[config.mk]
export PLATFORM = sky130hd
export DESIGN_NAME = dfa_top
export DESIGN_NICKNAME = d
export VERILOG_FILES = /design/src/hdl/dfa_pkg.sv /design/src/hdl/dfa_sine_rom.sv /design/src/hdl/dfa_top.sv
export VERILOG_INCLUDE_DIRS = /design/src /design/src/hdl
export SDC_FILE = /design/constraint.sdc
export NUM_CORES = 1
export LEC_CHECK = 0
export BUFFER_PORTS_ARGS = -buffer_cell sky130_fd_sc_hd__buf_4
export CAP_MARGIN = 15
export CORE_ASPECT_RATIO = 0.7
export CORE_MARGIN = 2
export CORE_UTILIZATION = 60
export CTS_CLUSTER_SIZE = 16
export DETAILED_ROUTE_END_ITERATION = 8
export GPL_TIMING_DRIVEN = 0
export PLACE_DENSITY = 0.77
export SYNTH_ARGS = -nofsm -noshare
export SYNTH_HDL_FRONTEND = slang
export SYNTH_HIERARCHICAL = 1
export SYNTH_SLANG_ARGS = --single-unit
[constraint.sdc]
create_clock -name clock -period 13 [get_ports clock]
set_input_delay 1.3 -clock clock [delete_from_list [all_inputs] [get_ports clock]]
set_output_delay 1.3 -clock clock [all_outputs]
set_load 0.005 [all_outputs]
[src/hdl/dfa_regs.svh]
// Purpose: Field positions, codes and reset values of the synthesizer core
// Assumes: 24-bit serial control words, 2-bit address in the top bits
// Notes: Definitions only
`ifndef DFA_REGS_SVH
`define DFA_REGS_SVH

// Serial word layout
`define DFA_ADDR_MSB 23
`define DFA_ADDR_LSB 22
`define DFA_DATA_MSB 21
`define DFA_DATA_LSB 0

// Mode1 configuration word fields
`define DFA_MM_BIT 16
`define DFA_DIV_BIT 17
`define DFA_GAIN_MSB 20
`define DFA_GAIN_LSB 18

// Fields shared by both mode configuration words
`define DFA_VCO_BIT 11
`define DFA_PLL_BIT 12

// Mode0 configuration word carries the deviation byte
`define DFA_DEV_MSB 20
`define DFA_DEV_LSB 13

// Padding used when placing words into the frequency register
`define DFA_FW_PAD 2'h0
`define DFA_DEV_PAD 2'h0
`define DFA_DEV_TOP 14'h0000

// Reset values
`define DFA_RST_WORD 22'h000000
`define DFA_RST_DEV 8'h00
`define DFA_RST_ACC 24'h000000
`define DFA_RST_SHIFT 24'h000000
`define DFA_RST_GAIN 3'h0

// Accumulator bits that index the sine table
`define DFA_ROM_IDX_MSB 23
`define DFA_ROM_IDX_LSB 16

// Synchronised input positions
`define DFA_IN_SCLK 0
`define DFA_IN_SDAT 1
`define DFA_IN_STB 2
`define DFA_IN_MODE 3
`define DFA_IN_TXD 4
`define DFA_IN_LOCK 5
`define DFA_IN_N 6

`endif

[src/hdl/dfa_pkg.sv]
// Purpose: Types of the synthesizer core
// Assumes: Widths fixed by the accumulator and word formats
// Notes: Constants live in dfa_regs.svh
package dfa_pkg;
    localparam int ACC_W = 24;
    localparam int FW_W = 22;
    localparam int DEV_W = 8;
    localparam int DAC_W = 11;
    localparam int GAIN_W = 3;

    typedef logic [ACC_W-1:0] dfa_acc_t;
    typedef logic [FW_W-1:0] dfa_fw_t;
    typedef logic [DEV_W-1:0] dfa_dev_t;
    typedef logic [DAC_W-1:0] dfa_dac_t;
    typedef logic [GAIN_W-1:0] dfa_gain_t;

    // Latch selected by the address bits of a serial word
    typedef enum logic [1:0] {
        DFA_ADDR_P0 = 2'b00,
        DFA_ADDR_P1 = 2'b01,
        DFA_ADDR_CFG1 = 2'b10,
        DFA_ADDR_CFG0 = 2'b11
    } dfa_addr_t;
endpackage

[src/hdl/dfa_sine_rom.sv]
// Purpose: Phase to amplitude table for the DAC
// Assumes: Parabolic half-wave shape is close enough to a sine
// Notes: Read data come out of a register, one cycle after the index
`timescale 1ns/1ps
module dfa_sine_rom #(
    parameter int IDX_W = 8,
    parameter int DAT_W = 11
) (
    input wire logic clock,
    input wire logic rstn,
    input wire logic clk_en,
    input wire logic [IDX_W-1:0] idx,
    output logic [DAT_W-1:0] data_q
);
    localparam int X_W = IDX_W - 1;
    localparam logic [X_W-1:0] X_MAX = {X_W{1'b1}};
    localparam logic [DAT_W-1:0] MID = {1'b1, {(DAT_W-1){1'b0}}};

    ////////////////////////////////////////////////////////////////////
    // Amplitude: x*(max-x) gives a smooth hump per half period
    wire logic [X_W-1:0] x = idx[X_W-1:0];
    wire logic [2*X_W-1:0] prod = x * (X_MAX - x);
    wire logic [DAT_W-1:0] mag = {1'b0, prod[DAT_W:2]};
    wire logic [DAT_W-1:0] data_d = idx[IDX_W-1] ? (MID - mag) : (MID + mag);

    ////////////////////////////////////////////////////////////////////
    // Registered read port
    always_ff @(posedge clock or negedge rstn) begin
        if (!rstn) begin
            data_q <= {DAT_W{1'b0}};
        end else if (clk_en) begin
            data_q <= data_d;
        end
    end
endmodule // dfa_sine_rom

[src/hdl/dfa_top.sv]
// Purpose: Phase accumulator, frequency selection and serial word latches
// Assumes: Serial pins, mode, data and lock inputs are asynchronous
// Notes: Only rstn clears the latches; clk_en low freezes everything
//
// Functional notes
// Accumulator of 24 bits advances by the frequency register every clock.
// Frequency words are 22 bits; top two register bits forced to zero.
// Mode pin picks profile0 or profile1 frequency word.
// Deviation byte sits two bits up, weighted by four.
// Transmit data high adds four times deviation; low uses word alone.
// Deviation only applies while modulation select bit 16 is zero.
// Words and deviation persist through standby; no reload needed.
// Configuration field chooses PLL divide ratio 256 or 512.
// Acquisition pump pulses only while unlocked, silent once locked.
// Three-bit field sets acquisition current gain.
// Host clears oscillator enable bit when external oscillator used.
// Host should pick the smallest divide ratio the application allows.
// Words shifted MSB first, data sampled on serial clock rising edge.
// Strobe high moves shift register into addressed latch; lines low.
// Accumulator wraps modulo 2^24; upper bits index sine table.
// Mode and transmit data are synchronised before use.
`timescale 1ns/1ps
`include "dfa_regs.svh"
module dfa_top (
    input wire logic clock,
    input wire logic rstn,
    input wire logic clk_en,
    input wire logic ser_clk,
    input wire logic ser_data,
    input wire logic ser_strobe,
    input wire logic mode_sel,
    input wire logic tx_data,
    input wire logic pll_locked,
    output dfa_pkg::dfa_dac_t dac_code,
    output logic acquisition_pump_out,
    output dfa_pkg::dfa_gain_t acquisition_gain,
    output logic divide_512,
    output logic oscillator_enable,
    output logic pll_enable
);
    import dfa_pkg::*;

    ////////////////////////////////////////////////////////////////////
    // Two-flop synchronisers, one per asynchronous input
    wire logic [`DFA_IN_N-1:0] raw_in = {pll_locked, tx_data, mode_sel,
                                         ser_strobe, ser_data, ser_clk};
    logic [`DFA_IN_N-1:0] meta_q;
    logic [`DFA_IN_N-1:0] sync_q;
    genvar gi;
    generate
        for (gi = 0; gi < `DFA_IN_N; gi++) begin : g_sync
            // First flop is read only by the second
            always_ff @(posedge clock or negedge rstn) begin
                if (!rstn) begin
                    meta_q[gi] <= 1'b0;
                    sync_q[gi] <= 1'b0;
                end else if (clk_en) begin
                    meta_q[gi] <= raw_in[gi];
                    sync_q[gi] <= meta_q[gi];
                end
            end
        end
    endgenerate

    wire logic sclk_s = sync_q[`DFA_IN_SCLK];
    wire logic sdat_s = sync_q[`DFA_IN_SDAT];
    wire logic stb_s = sync_q[`DFA_IN_STB];
    wire logic mode_s = sync_q[`DFA_IN_MODE];
    wire logic txd_s = sync_q[`DFA_IN_TXD];
    wire logic lock_s = sync_q[`DFA_IN_LOCK];

    ////////////////////////////////////////////////////////////////////
    // Edge finding on the synchronised serial clock and strobe
    logic sclk_d1_q;
    logic stb_d1_q;
    always_ff @(posedge clock or negedge rstn) begin
        if (!rstn) begin
            sclk_d1_q <= 1'b0;
            stb_d1_q <= 1'b0;
        end else if (clk_en) begin
            sclk_d1_q <= sclk_s;
            stb_d1_q <= stb_s;
        end
    end
    wire logic sclk_rise = sclk_s & ~sclk_d1_q;
    wire logic stb_rise = stb_s & ~stb_d1_q;

    ////////////////////////////////////////////////////////////////////
    // Serial shift register; older leading bits fall off the top
    dfa_acc_t shift_q;
    wire dfa_acc_t shift_d = sclk_rise ? {shift_q[ACC_W-2:0], sdat_s} : shift_q;
    always_ff @(posedge clock or negedge rstn) begin
        if (!rstn) begin
            shift_q <= `DFA_RST_SHIFT;
        end else if (clk_en) begin
            shift_q <= shift_d;
        end
    end

    ////////////////////////////////////////////////////////////////////
    // Address decode of the strobed word
    wire dfa_addr_t addr = dfa_addr_t'(shift_q[`DFA_ADDR_MSB:`DFA_ADDR_LSB]);
    wire dfa_fw_t word = shift_q[`DFA_DATA_MSB:`DFA_DATA_LSB];
    wire logic ld_p0 = stb_rise & (addr == DFA_ADDR_P0);
    wire logic ld_p1 = stb_rise & (addr == DFA_ADDR_P1);
    wire logic ld_c1 = stb_rise & (addr == DFA_ADDR_CFG1);
    wire logic ld_c0 = stb_rise & (addr == DFA_ADDR_CFG0);

    ////////////////////////////////////////////////////////////////////
    // Static latches; only power-up reset clears them, so standby keeps them
    dfa_fw_t p0_q;
    dfa_fw_t p1_q;
    dfa_fw_t cfg1_q;
    dfa_fw_t cfg0_q;
    always_ff @(posedge clock or negedge rstn) begin
        if (!rstn) begin
            p0_q <= `DFA_RST_WORD;
            p1_q <= `DFA_RST_WORD;
            cfg1_q <= `DFA_RST_WORD;
            cfg0_q <= `DFA_RST_WORD;
        end else if (clk_en) begin
            if (ld_p0) p0_q <= word;
            if (ld_p1) p1_q <= word;
            if (ld_c1) cfg1_q <= word;
            if (ld_c0) cfg0_q <= word;
        end
    end

    ////////////////////////////////////////////////////////////////////
    // Frequency register: selected word plus optional deviation
    wire dfa_dev_t dev = cfg0_q[`DFA_DEV_MSB:`DFA_DEV_LSB];
    wire logic mm = cfg1_q[`DFA_MM_BIT];
    wire dfa_fw_t sel_word = mode_s ? p1_q : p0_q;
    wire logic dev_on = ~mm & txd_s;
    wire dfa_acc_t base_term = {`DFA_FW_PAD, sel_word};
    wire dfa_acc_t dev_term = {`DFA_DEV_TOP, dev, `DFA_DEV_PAD};
    wire dfa_acc_t freq_d = dev_on ? base_term + dev_term : base_term;
    dfa_acc_t freq_q;
    dfa_acc_t acc_q;
    // Carry out of the top bit is dropped, giving the modulo wrap
    wire dfa_acc_t acc_d = acc_q + freq_q;
    always_ff @(posedge clock or negedge rstn) begin
        if (!rstn) begin
            freq_q <= `DFA_RST_ACC;
            acc_q <= `DFA_RST_ACC;
        end else if (clk_en) begin
            freq_q <= freq_d;
            acc_q <= acc_d;
        end
    end

    ////////////////////////////////////////////////////////////////////
    // Sine lookup; registered output feeds the DAC directly
    dfa_sine_rom #(
        .IDX_W(`DFA_ROM_IDX_MSB - `DFA_ROM_IDX_LSB + 1),
        .DAT_W(DAC_W)
    ) u_rom (
        .clock(clock),
        .rstn(rstn),
        .clk_en(clk_en),
        .idx(acc_q[`DFA_ROM_IDX_MSB:`DFA_ROM_IDX_LSB]),
        .data_q(dac_code)
    );

    ////////////////////////////////////////////////////////////////////
    // PLL controls; mode-specific enables follow the mode pin
    wire dfa_fw_t cfg_sel = mode_s ? cfg1_q : cfg0_q;
    // Pulses at the reference phase rate, gated by lock status
    wire logic pump_d = ~lock_s & cfg_sel[`DFA_PLL_BIT] & acc_q[ACC_W-1];
    always_ff @(posedge clock or negedge rstn) begin
        if (!rstn) begin
            acquisition_pump_out <= 1'b0;
            acquisition_gain <= `DFA_RST_GAIN;
            divide_512 <= 1'b0;
            oscillator_enable <= 1'b0;
            pll_enable <= 1'b0;
        end else if (clk_en) begin
            acquisition_pump_out <= pump_d;
            acquisition_gain <= cfg1_q[`DFA_GAIN_MSB:`DFA_GAIN_LSB];
            divide_512 <= cfg1_q[`DFA_DIV_BIT];
            oscillator_enable <= cfg_sel[`DFA_VCO_BIT];
            pll_enable <= cfg_sel[`DFA_PLL_BIT];
        end
    end
endmodule // dfa_top

Word-level counts from Yosys, hierarchy flattened
Index checks and enable logic that the tools add are counted.

storage, ports and cells
  flip-flop bits (word level) = 190
  word-level logic and storage cells = 59
  output and inout port bits = 18
  input bits = 9

operators by class
  muxes and demuxes = 4
  equality and inequality tests = 3
  $add $sub $neg = 5
  $mul = 1
  reduce and logical (&&, ||, !) cells = 6
  bitwise gates (word level) = 13

operator list
  kind                                                                   number
  24-bit adder                                                           1
  22-bit by 10-bit adder with 23-bit output                              1
  23-bit 2-to-1 mux                                                      1
  22-bit 2-to-1 mux                                                      1
  7-bit by 14-bit multiplier with 12-bit output                          1
  13-bit 2-to-1 mux                                                      1
  11-bit by 10-bit adder with 11-bit output, first input constant        1
  11-bit 2-to-1 mux                                                      1
  11-bit by 10-bit subtractor with 11-bit output, first input constant   1
  2-bit AND reduction                                                    5
  1-bit AND                                                              9
  7-bit by 7-bit subtractor with 8-bit output, first input constant      1
  2-bit equality test, second input constant                             2
  1-bit NOT                                                              4
  2-bit by 1-bit equality test with 1-bit output, second input constant  1
  2-bit logical NOT                                                      1

Longest topological paths before layout
Gate-level depths: netlist of the first run.

  depth after elaboration = 4
  mapped depth = 18
  depth with buffers taken out = 18

By module
The synthesis of the first run kept the hierarchy.

modules (own cells, without submodules)
  module        cells an instance  instances  sequential area each (um^2)  area each (um^2)
  dfa_top       683                1          3828.7                       7872.6
  dfa_sine_rom  237                1          275.3                        2087.0

Worst setup path after synthesis of the first run
Ideal clock, no wire load.

  path type = register -> register
  start = reg acc_q[17]
  end = reg u_rom.data_q[8]
  period minus slack after synthesis = 4.346 ns
  cell stages (with the launch flop) = 16
  setup slack = 8.654 ns
  library setup time = 0.082 ns
  buffers on the path = 1
  arrival = 4.264 ns
  required time = 12.918 ns
  path through = dfrtp_1 > clkbuf_1 > nor2b_1 > fa_1 > fa_1 > inv_1 > fa_1 > fa_1 > inv_1 > ha_1 > a21oi_4 > a21oi_2 > o31ai_2 > a211oi_2 > or3_1 > a31oi_1

between the ends
  longest elaborated chain between the ends = 4
  elaborated cells on any way between the ends = 5
  classes of those cells = add/sub: 3; mul: 1; mux: 1

RTL lines
  what                                                                                                                line                source
  start, declared                                                                                                     dfa_top.sv:139      dfa_acc_t acc_q;
  start signal, assigned                                                                                              dfa_top.sv:145      acc_q <= `DFA_RST_ACC;
  7-bit by 7-bit subtractor with 8-bit output                                                                         dfa_sine_rom.sv:22  wire logic [2*X_W-1:0] prod = x * (X_MAX - x);
  7-bit by 14-bit multiplier with 12-bit output *                                                                     dfa_sine_rom.sv:22
  11-bit by 10-bit adder with 11-bit output / 11-bit by 10-bit subtractor with 11-bit output (equally long branches)  dfa_sine_rom.sv:24  wire logic [DAT_W-1:0] data_d = idx[IDX_W-1] ? (MID - mag) : (MID + mag);
  11-bit 2-to-1 mux *                                                                                                 dfa_sine_rom.sv:24
  end signal, assigned                                                                                                dfa_sine_rom.sv:30  data_q <= {DAT_W{1'b0}};
  end signal, assigned                                                                                                dfa_sine_rom.sv:32  data_q <= data_d;
  end, declared                                                                                                       dfa_sine_rom.sv:13  output logic [DAT_W-1:0] data_q

Mark *: on every way between the ends. The rest lies on a longest branch, timed or not.
A chain may end at the register's enable or synchronous reset.

Worst setup path in the final report of the first run
  start = reg acc_q[19]
  end = reg u_rom.data_q[9]

Same word-level chain as after synthesis.

==> results.json, run 1 <==
{
  "avgViaCountPerCell": 5.97,
  "die_h_um": 112,
  "rsz0062_at_grt": "false",
  "grt_overflow": 0,
  "io-pin-count": 27,
  "r2r_setup_slack_ps": 8070,
  "postCtsHoldBufs": 0,
  "dieArea_um2": 17700,
  "seq_area_um2": 4100,
  "yosysWarnings": 6,
  "areaGrowthSynthToFinish_pct": 10.9,
  "hold_ws_ps": 489,
  "syn_nets": 1016,
  "whs_endpoint": "acc_q[5]",
  "yosys-top-cells-count": "dfrtp_1, mux2_2, ha_1",
  "grt_max_degree": 107,
  "skew_ps": 15.0,
  "grt_pass1_wl_mm": 37.8,
  "worstHoldPathType": "reg -> reg",
  "io_buffer_count": 26,
  "reg2reg_to": "u_rom/data_q[9]",
  "period_minus_slack_ps": 4930,
  "synth.distinct_cells": 72,
  "reg2regPathDepth": 18,
  "finalHoldViolations": 0,
  "drt_first_iter_violations": 720,
  "worstSkewPairLatency_ps": 430,
  "synth_cells": 920,
  "n_antenna_cell": 0,
  "syn_avg_cell_area_um2": 10.8,
  "place_congestion": 0.913,
  "yosys.area.top_type": "dfrtp_1",
  "fin_crit_sh": 0.379,
  "cts.clk_slew.worst_paths_ps": 60,
  "cts_tree": "done",
  "async_reset_ff_frac": 1.00,
  "multi_input_area_um2": 5450,
  "cts.path.max_buffers": 2,
  "synthTopCellsByArea": "dfrtp_1, mux2_2, ha_1",
  "htree_levels": 4,
  "drive_gt1_frac": 0.224,
  "nets": 1062,
  "core_um2": 16300,
  "wl_per_cell_um": 18.9,
  "synth-seq-cells": 164,
  "hold_depth": 1,
  "post_cts_buffers": 0,
  "totalWireLength_mm": 22.7,
  "yosys.area.top_type_share": 0.412,
  "worst_ep_required_time_ps": 13300,
  "antenna_found_initial": 0,
  "cts_root_buf": "clkbuf_16",
  "die_w_um": 158,
  "finalSetupTns_ps": 0,
  "cts-resized-gates": 0,
  "synth_edf_count": 0,
  "synth-seq-area-share": 0.412,
  "worst-slew-pin-transition_ps": 944,
  "first_global_vias": 6984,
  "synth.most_common_cell": "dfrtp_1",
  "max_freq_mhz": 203,
  "grt_use_total": 0.277,
  "cts_buffers": 17,
  "reg2reg_from": "acc_q[19]",
  "crit_fanout": 9,
  "outcome": "complete, no violations",
  "dr.pass1.iters": 5,
  "endpoint_kind": "register",
  "path_class": "reg -> reg",
  "slew_headroom": 0.371,
  "drc_errors": 0,
  "cp-start-kind": "register",
  "cap_viol_max_count": 0,
  "worstHoldStart": "acc_q[5]",
  "nFillCells": 1241,
  "setup_viol": 0,
  "start_util": 0.611,
  "dp_hpwl_mm": 16.6,
  "fp-row-count": 39,
  "synth_top_flop_cell": "dfrtp_1",
  "final_antenna_net_count": 0,
  "synth_area_um2": 9960,
  "finalMaxSlewViolations": 0,
  "vias": 7183,
  "cts.sinks": 164,
  "arrival_ps": 5230
}
==> cell type report <==
| type | instances | area share |
|---|---|---|
| plain buffers | 35 | 0.0161 |
| clock inverters | 13 | 0.0128 |
| inverters | 62 | 0.0211 |
| well taps | 225 | 0.0255 |
| flip-flops and latches | 164 | 0.372 |
| clock buffers | 18 | 0.0389 |
| repair buffers | 27 | 0.0208 |
| multi-input cells | 659 | 0.493 |
==> cell families after synthesis <==
group,after synthesis,synth area share
buffers and inverters,97,0.0412
and+or+nand+nor,208,0.0991
AOI/OAI and AO/OA,187,0.133
muxes,143,0.161
xor gates and xnor gates,33,0.0290
DFF,164,0.412
other,1,0.000377
adders and majority gates,87,0.125
==> flip-flops by register name, summed over array words and instances (netlist names), 3 cells and up <==
name / count
p0_q: 22
freq_q: 23
cfg1_q: 7
p1_q: 22
u_rom/data_q: 11
cfg0_q: 10
acc_q: 24
shift_q: 24
acquisition_gain: 3
meta_q: 6
==> metrics by stage <==
stage	std cells	instance area, um2	setup WS (ps)	util
floorplan	920	9960	8650	-
global placement	1171	10400	8240	0.640
detailed placement	1172	10500	8200	0.642
CTS	1203	11000	8170	0.677
global route	1203	11000	7870	0.677
finish	1203	11000	8070	0.677
==> how the worst max path moves through the flow <==
stage	from	to	cells past startpoint
final	acc_q[19]	u_rom/data_q[9]	18
after global routing	acc_q[19]	u_rom/data_q[9]	18
after CTS	acc_q[18]	u_rom/data_q[9]	15
after detailed placement	acc_q[18]	u_rom/data_q[9]	15
after global placement	acc_q[18]	u_rom/data_q[9]	15
after floorplan	acc_q[17]	u_rom/data_q[8]	15
==> worst max-delay path: stages (launching register included) <==
cell and delay [ps]:
dfrtp_1 540, inv_1 230, ha_1 330, inv_1 50
ha_1 290, inv_1 50, fa_1 470, inv_1 50
fa_1 520, inv_1 50, fa_1 520, inv_1 40
ha_1 350, inv_1 110, a21oi_2 290, o221ai_1 210
xnor2_1 420, a211oi_1 90, nand3b_1 180
==> metal layers <==
metal	up-vias	global-route usage	share of wire
met5	-	0	0
met4	0	0.0541	0.013
met3	23	0.0689	0.081
met2	237	0.368	0.40
met1	3543	0.454	0.50
li1	3380	-	-
==> cell usage in the layout, fill, tap and decap left out, drive strengths merged, types with 14 or more instances in the layout <==
cell	instances
xnor2	20
a21o	14
fa	21
nand2	54
a21oi	60
mux2	131
ha	66
dfrtp	164
clkbuf	43
nor2	64
buf	37
o21ai	25
inv	69
o21a	15
nor2b	24
nand3	15
Power of run 1 is not shown: default switching activity piles up to over one toggle a cycle in this logic, so the estimate is an artifact.
==> inputs of run 2 (changes only) <==
--- a/config.mk
+++ b/config.mk
@@ -6,6 +6,7 @@
 export SDC_FILE = /design/constraint.sdc
 export NUM_CORES = 1
 export LEC_CHECK = 0
+export ABC_AREA = 1
 export BUFFER_PORTS_ARGS = -buffer_cell sky130_fd_sc_hd__buf_4
 export CAP_MARGIN = 15
 export CORE_ASPECT_RATIO = 0.7
==> constraint.sdc (replaced) <==
create_clock -name clock -period 5.05 [get_ports clock]
set_input_delay 0.505 -clock clock [delete_from_list [all_inputs] [get_ports clock]]
set_output_delay 0.505 -clock clock [all_outputs]
set_load 0.005 [all_outputs]
==> results.json, run 2 <==
{
  "outcome": "complete, but fails checks",
  "violations": "negative hold slack",
  "grt_use_total": 0.312,
  "reg2reg_to": "u_rom/data_q[9]",
  "n_antenna_cell": 0,
  "cts_root_buf": "clkbuf_16",
  "finalHoldViolations": 2,
  "synthTopCellsByArea": "dfrtp_1, nand2_1, ha_1",
  "fp-row-count": 40,
  "grt_overflow": 0,
  "place_congestion": 0.944,
  "cap_viol_max_count": 0,
  "final_util": 0.685,
  "nets": 1618,
  "hold_ws_ps": -1.78,
  "met1_usage": 0.475,
  "worst-slew-pin-transition_ps": 766,
  "r2r_setup_slack_ps": 470,
  "grt.busiest_layer": "met1",
  "yosys.area.top_type_share": 0.385,
  "path_class": "reg -> reg",
  "finalMaxSlewViolations": 0,
  "dr.pass1.iters": 6,
  "synth.distinct_cells": 40,
  "async_reset_ff_frac": 1.00,
  "postCtsHoldBufs": 0,
  "crit_fanout": 9,
  "synth_edf_count": 0,
  "yosys-top-cells-count": "nand2_1, inv_1, dfrtp_1",
  "rsz0062_at_grt": "false",
  "place_ws_ps": 488,
  "grt_util_met3": 0.0634,
  "grt_max_degree": 95,
  "synth_top_flop_cell": "dfrtp_1",
  "die_h_um": 115,
  "wl_per_cell_um": 15.7,
  "avgViaCountPerCell": 5.49,
  "reg2reg_from": "acc_q[19]",
  "start_util": 0.617,
  "drt_first_iter_violations": 971,
  "cts-resized-gates": 0,
  "die_w_um": 163,
  "cts_buffers": 17,
  "final_cell_mix": "nand2_1, inv_1, dfrtp_1, nor2_1, o21ai_0",
  "areaGrowthSynthToFinish_pct": 11.0,
  "slew_headroom": 0.489,
  "endpoint_kind": "register",
  "final_common_cell": "nand2_1",
  "period_minus_slack_ps": 4580,
  "use_met2": 0.455,
  "cts.path.max_buffers": 2,
  "cts_tree": "done",
  "core_um2": 17300,
  "worst_slack_ps": 470,
  "synth-seq-cells": 164,
  "reg_top3": "acc_q x24, shift_q x24, freq_q x23",
  "totalWireLength_mm": 27.8,
  "antenna_found_initial": 0,
  "worstHoldPathType": "in -> async",
  "cp-start-kind": "register",
  "worstSkewPairLatency_ps": 450,
  "syn_avg_cell_area_um2": 7.22,
  "io_buffer_count": 26,
  "dp_hpwl_mm": 20.9,
  "synth_cells": 1476,
  "post_cts_buffers": 0,
  "arrival_ps": 4920,
  "finalSetupTns_ps": 0,
  "dieArea_um2": 18800,
  "max_freq_mhz": 218,
  "setup_viol": 0,
  "htree_levels": 4,
  "worst_ep_required_time_ps": 5390,
  "cts.clk_slew.worst_paths_ps": 90,
  "syn_nets": 1572,
  "io-pin-count": 27,
  "grt_pass1_wl_mm": 45.2,
  "final_antenna_net_count": 0,
  "cts.sinks": 164,
  "drive_gt1_frac": 0.0821,
  "yosysWarnings": 6,
  "fin_crit_sh": 0.907,
  "yosys.area.top_type": "dfrtp_1",
  "synth.most_common_cell": "nand2_1",
  "vias": 9700,
  "nFillCells": 1460,
  "drc_errors": 0,
  "synth-seq-area-share": 0.385,
  "reg2regPathDepth": 23,
  "synth_area_um2": 10700,
  "first_global_vias": 8896,
  "skew_ps": 16.9
}
[run 2: changes by cell type after synthesis, moves of 12 or more]
cell     change
xnor2_1     -14
a21o_1      -14
nor2b_1     -24
nor2_1      +53
o21a_1      -14
inv_1      +154
nand2_1    +461
mux2i_1     -12
nand3_1     +71
mux2_2     -130
o21ai_0     +89
[run 2: layer usage]
layer / share of wire / up-vias / wire (um)
li1: - / 4685 / -
met1: 0.48 / 4592 / 13300
met2: 0.42 / 382 / 11600
met3: 0.083 / 41 / 2310
met4: 0.019 / 0 / 534
met5: 0 / - / 0
[run 2: how the worst max path moves through the flow]
| stage | end | start |
|---|---|---|
| 2_1_floorplan | u_rom/data_q[9] | acc_q[19] |
| 3_3_place_gp | u_rom/data_q[9] | acc_q[19] |
| 3_5_place_dp | u_rom/data_q[9] | acc_q[19] |
| 4_1_cts | u_rom/data_q[9] | acc_q[19] |
| 5_1_grt | u_rom/data_q[9] | acc_q[19] |
| 6_report | u_rom/data_q[9] | acc_q[19] |
[run 2: logic make-up (layout without fill, tap and decap cells)]
kind of cell / Yosys count / in the layout / synth area share
AND/OR/NAND/NOR: 777 / 777 / 0.303
buffers and inverters: 263 / 322 / 0.0969
AO/OA/AOI/OAI: 171 / 171 / 0.0862
flip-flops: 164 / 164 / 0.385
adder cells (fa/ha/maj): 87 / 87 / 0.117
XOR/XNOR: 13 / 13 / 0.0107
other: 1 / 1 / 0.000352
[run 2: worst max-delay path: stages (launching register included)]
cell     delay (ps)
dfrtp_1         550
inv_1           200
ha_1            320
inv_1            50
ha_1            290
inv_1            50
fa_1            490
inv_1            60
fa_1            530
inv_1            60
fa_1            530
inv_1            50
ha_1            390
nand2_1         130
inv_1            90
nand2_1          50
nand3_1          70
nand2_1          60
nand2_2         110
nand2_1         100
nand2_2          90
nand3_1          80
nand3_1          90
nand2_1          50
[run 2: area by class of cell]
class / instances / area (um2) / area share
multi-input cells: 1049 / 5510 / 0.466
flip-flops and latches: 164 / 4100 / 0.347
inverters: 219 / 822 / 0.0695
clock buffers: 17 / 425 / 0.0360
well taps: 231 / 289 / 0.0244
repair buffers: 27 / 230 / 0.0195
clock inverters: 15 / 226 / 0.0192
plain buffers: 44 / 210 / 0.0178
[run 2: per-stage QoR]
| stage | hold slack, ps | std cells | instance area [um2] |
|---|---|---|---|
| 6_report | -1.78 | 1766 | 11800 |
| 5_1_grt | 48.2 | 1766 | 11800 |
| 4_1_cts | 26.1 | 1766 | 11800 |
| 3_5_place_dp | 460 | 1734 | 11200 |
| 3_3_place_gp | 444 | 1733 | 11100 |
| 2_1_floorplan | 209 | 1476 | 10700 |
Power of run 2 is left out for the same reason.
==> inputs of run 3 (changes only) <==
--- a/config.mk
+++ b/config.mk
@@ -9,13 +9,15 @@
 export ABC_AREA = 1
 export BUFFER_PORTS_ARGS = -buffer_cell sky130_fd_sc_hd__buf_4
 export CAP_MARGIN = 15
+export CELL_PAD_IN_SITES_DETAIL_PLACEMENT = 1
+export CELL_PAD_IN_SITES_GLOBAL_PLACEMENT = 1
 export CORE_ASPECT_RATIO = 0.7
 export CORE_MARGIN = 2
-export CORE_UTILIZATION = 60
+export CORE_UTILIZATION = 47
 export CTS_CLUSTER_SIZE = 16
 export DETAILED_ROUTE_END_ITERATION = 8
 export GPL_TIMING_DRIVEN = 0
-export PLACE_DENSITY = 0.77
+export PLACE_DENSITY_LB_ADDON = 0.1
 export SYNTH_ARGS = -nofsm -noshare
 export SYNTH_HDL_FRONTEND = slang
 export SYNTH_HIERARCHICAL = 1
==> results.json, run 3 (same netlist as run 2, synthesis figures left out) <==
{
  "postCtsHoldBufs": 0,
  "grt_use_total": 0.296,
  "worst_slack_ps": 503,
  "post_cts_buffers": 0,
  "drt_first_iter_violations": 662,
  "max_freq_mhz": 220,
  "endpoint_kind": "register",
  "rsz0062_at_grt": "false",
  "totalWireLength_mm": 33.0,
  "io_buffer_count": 26,
  "place_congestion": 0.862,
  "finalMaxSlewViolations": 0,
  "setup_viol": 0,
  "nets": 1618,
  "cp-start-kind": "register",
  "dr.pass1.iters": 5,
  "worstHoldPathType": "in -> async",
  "place_ws_ps": 514,
  "wl_per_cell_um": 18.1,
  "crit_fanout": 9,
  "vias": 9709,
  "skew_ps": 10.3,
  "path_class": "reg -> reg",
  "io-pin-count": 27,
  "final_common_cell": "nand2_1",
  "fin_crit_sh": 0.900,
  "cts_tree": "done",
  "placedCellCount": 1791,
  "finalHoldViolations": 0,
  "grt_max_degree": 94,
  "die_h_um": 130,
  "drc_errors": 0,
  "worst_ep_required_time_ps": 5390,
  "finalSetupTns_ps": 0,
  "cap_viol_max_count": 0,
  "areaGrowthSynthToFinish_pct": 11.0,
  "cts_buffers": 17,
  "worstSkewPairLatency_ps": 450,
  "final_antenna_net_count": 0,
  "grt_overflow": 0,
  "period_minus_slack_ps": 4550,
  "cts.sinks": 164,
  "die_w_um": 184,
  "arrival_ps": 4890,
  "cts.path.max_buffers": 2,
  "start_util": 0.474,
  "htree_levels": 4,
  "cts_root_buf": "clkbuf_16",
  "outcome": "complete, no violations",
  "core_um2": 22400,
  "antenna_found_initial": 1,
  "grt_pass1_wl_mm": 54.0,
  "reg_top3": "acc_q x24, shift_q x24, freq_q x23",
  "final_cell_mix": "nand2_1, inv_1, dfrtp_1, nor2_1, o21ai_0",
  "first_global_vias": 9951,
  "dieArea_um2": 23900,
  "fin_cells": 1824,
  "slew_headroom": 0.465,
  "worst-slew-pin-transition_ps": 803,
  "avgViaCountPerCell": 5.32,
  "fp-row-count": 46,
  "cts-resized-gates": 0,
  "drive_gt1_frac": 0.0821,
  "cts.clk_slew.worst_paths_ps": 80,
  "dp_hpwl_mm": 25.7
}
[run 3: cell types whose count changed in the layout (fill, tap and decap cells not counted), sizes merged]
cell,delta
diode,+1
clkinv,-1
clkinvlp,+1
[run 3: final timing paths]
path,to,cells after the start,start,slack [ps]
worst max-delay path,u_rom/data_q[9],21,acc_q[18],500
worst min-delay path,shift_q[21],1,rstn,70
worst max register to register,u_rom/data_q[9],21,acc_q[18],500
worst min register to register,acquisition_pump_out,1,lock_s,460
max in group asynchronous,acc_q[6],2,rstn,4130
min in group clock,meta_q[1],3,ser_data,260
[run 3: cell type report]
| type | instances | area, um2 |
|---|---|---|
| fillers | 2914 | 10600 |
| multi-input cells | 1049 | 5510 |
| flip-flops and latches | 164 | 4100 |
| inverters | 219 | 822 |
| clock buffers | 17 | 425 |
| well taps | 288 | 360 |
| repair buffers | 27 | 230 |
| plain buffers | 44 | 210 |
| clock inverters | 15 | 156 |
| diodes | 1 | 2.50 |
[run 3: through the flow]
stage / hold WS [ps] / utilization / area [um2]
2_1_floorplan: 209 / - / 10700
3_3_place_gp: 444 / 0.499 / 11200
3_5_place_dp: 459 / 0.501 / 11200
6_report: 73.9 / 0.527 / 11800
5_1_grt: 127 / 0.527 / 11800
4_1_cts: 109 / 0.527 / 11800
[run 3: critical path: stages, from the launching register on]
cell and delay, ps:
dfrtp_1 530, inv_1 260, nor2_1 90, fa_1 440
fa_1 550, inv_1 50, fa_1 460, fa_1 550
inv_1 40, ha_1 390, nand2_1 110, nand2_1 90
inv_1 120, nand2_2 80, nand2_1 80, nand2_2 70
nor2_1 110, nand2_1 90, nand2_2 90, nand3_1 80
nand3_1 80, nand2_1 50
[run 3: layer usage]
| metal | GRT usage | share of wire | vias to the layer above |
|---|---|---|---|
| met3 | 0.0525 | 0.047 | 26 |
| met4 | 0.0645 | 0.010 | 0 |
| li1 | - | - | 4674 |
| met5 | 0 | 0 | - |
| met2 | 0.450 | 0.43 | 175 |
| met1 | 0.444 | 0.52 | 4834 |
Power of run 3 is left out for the same reason.
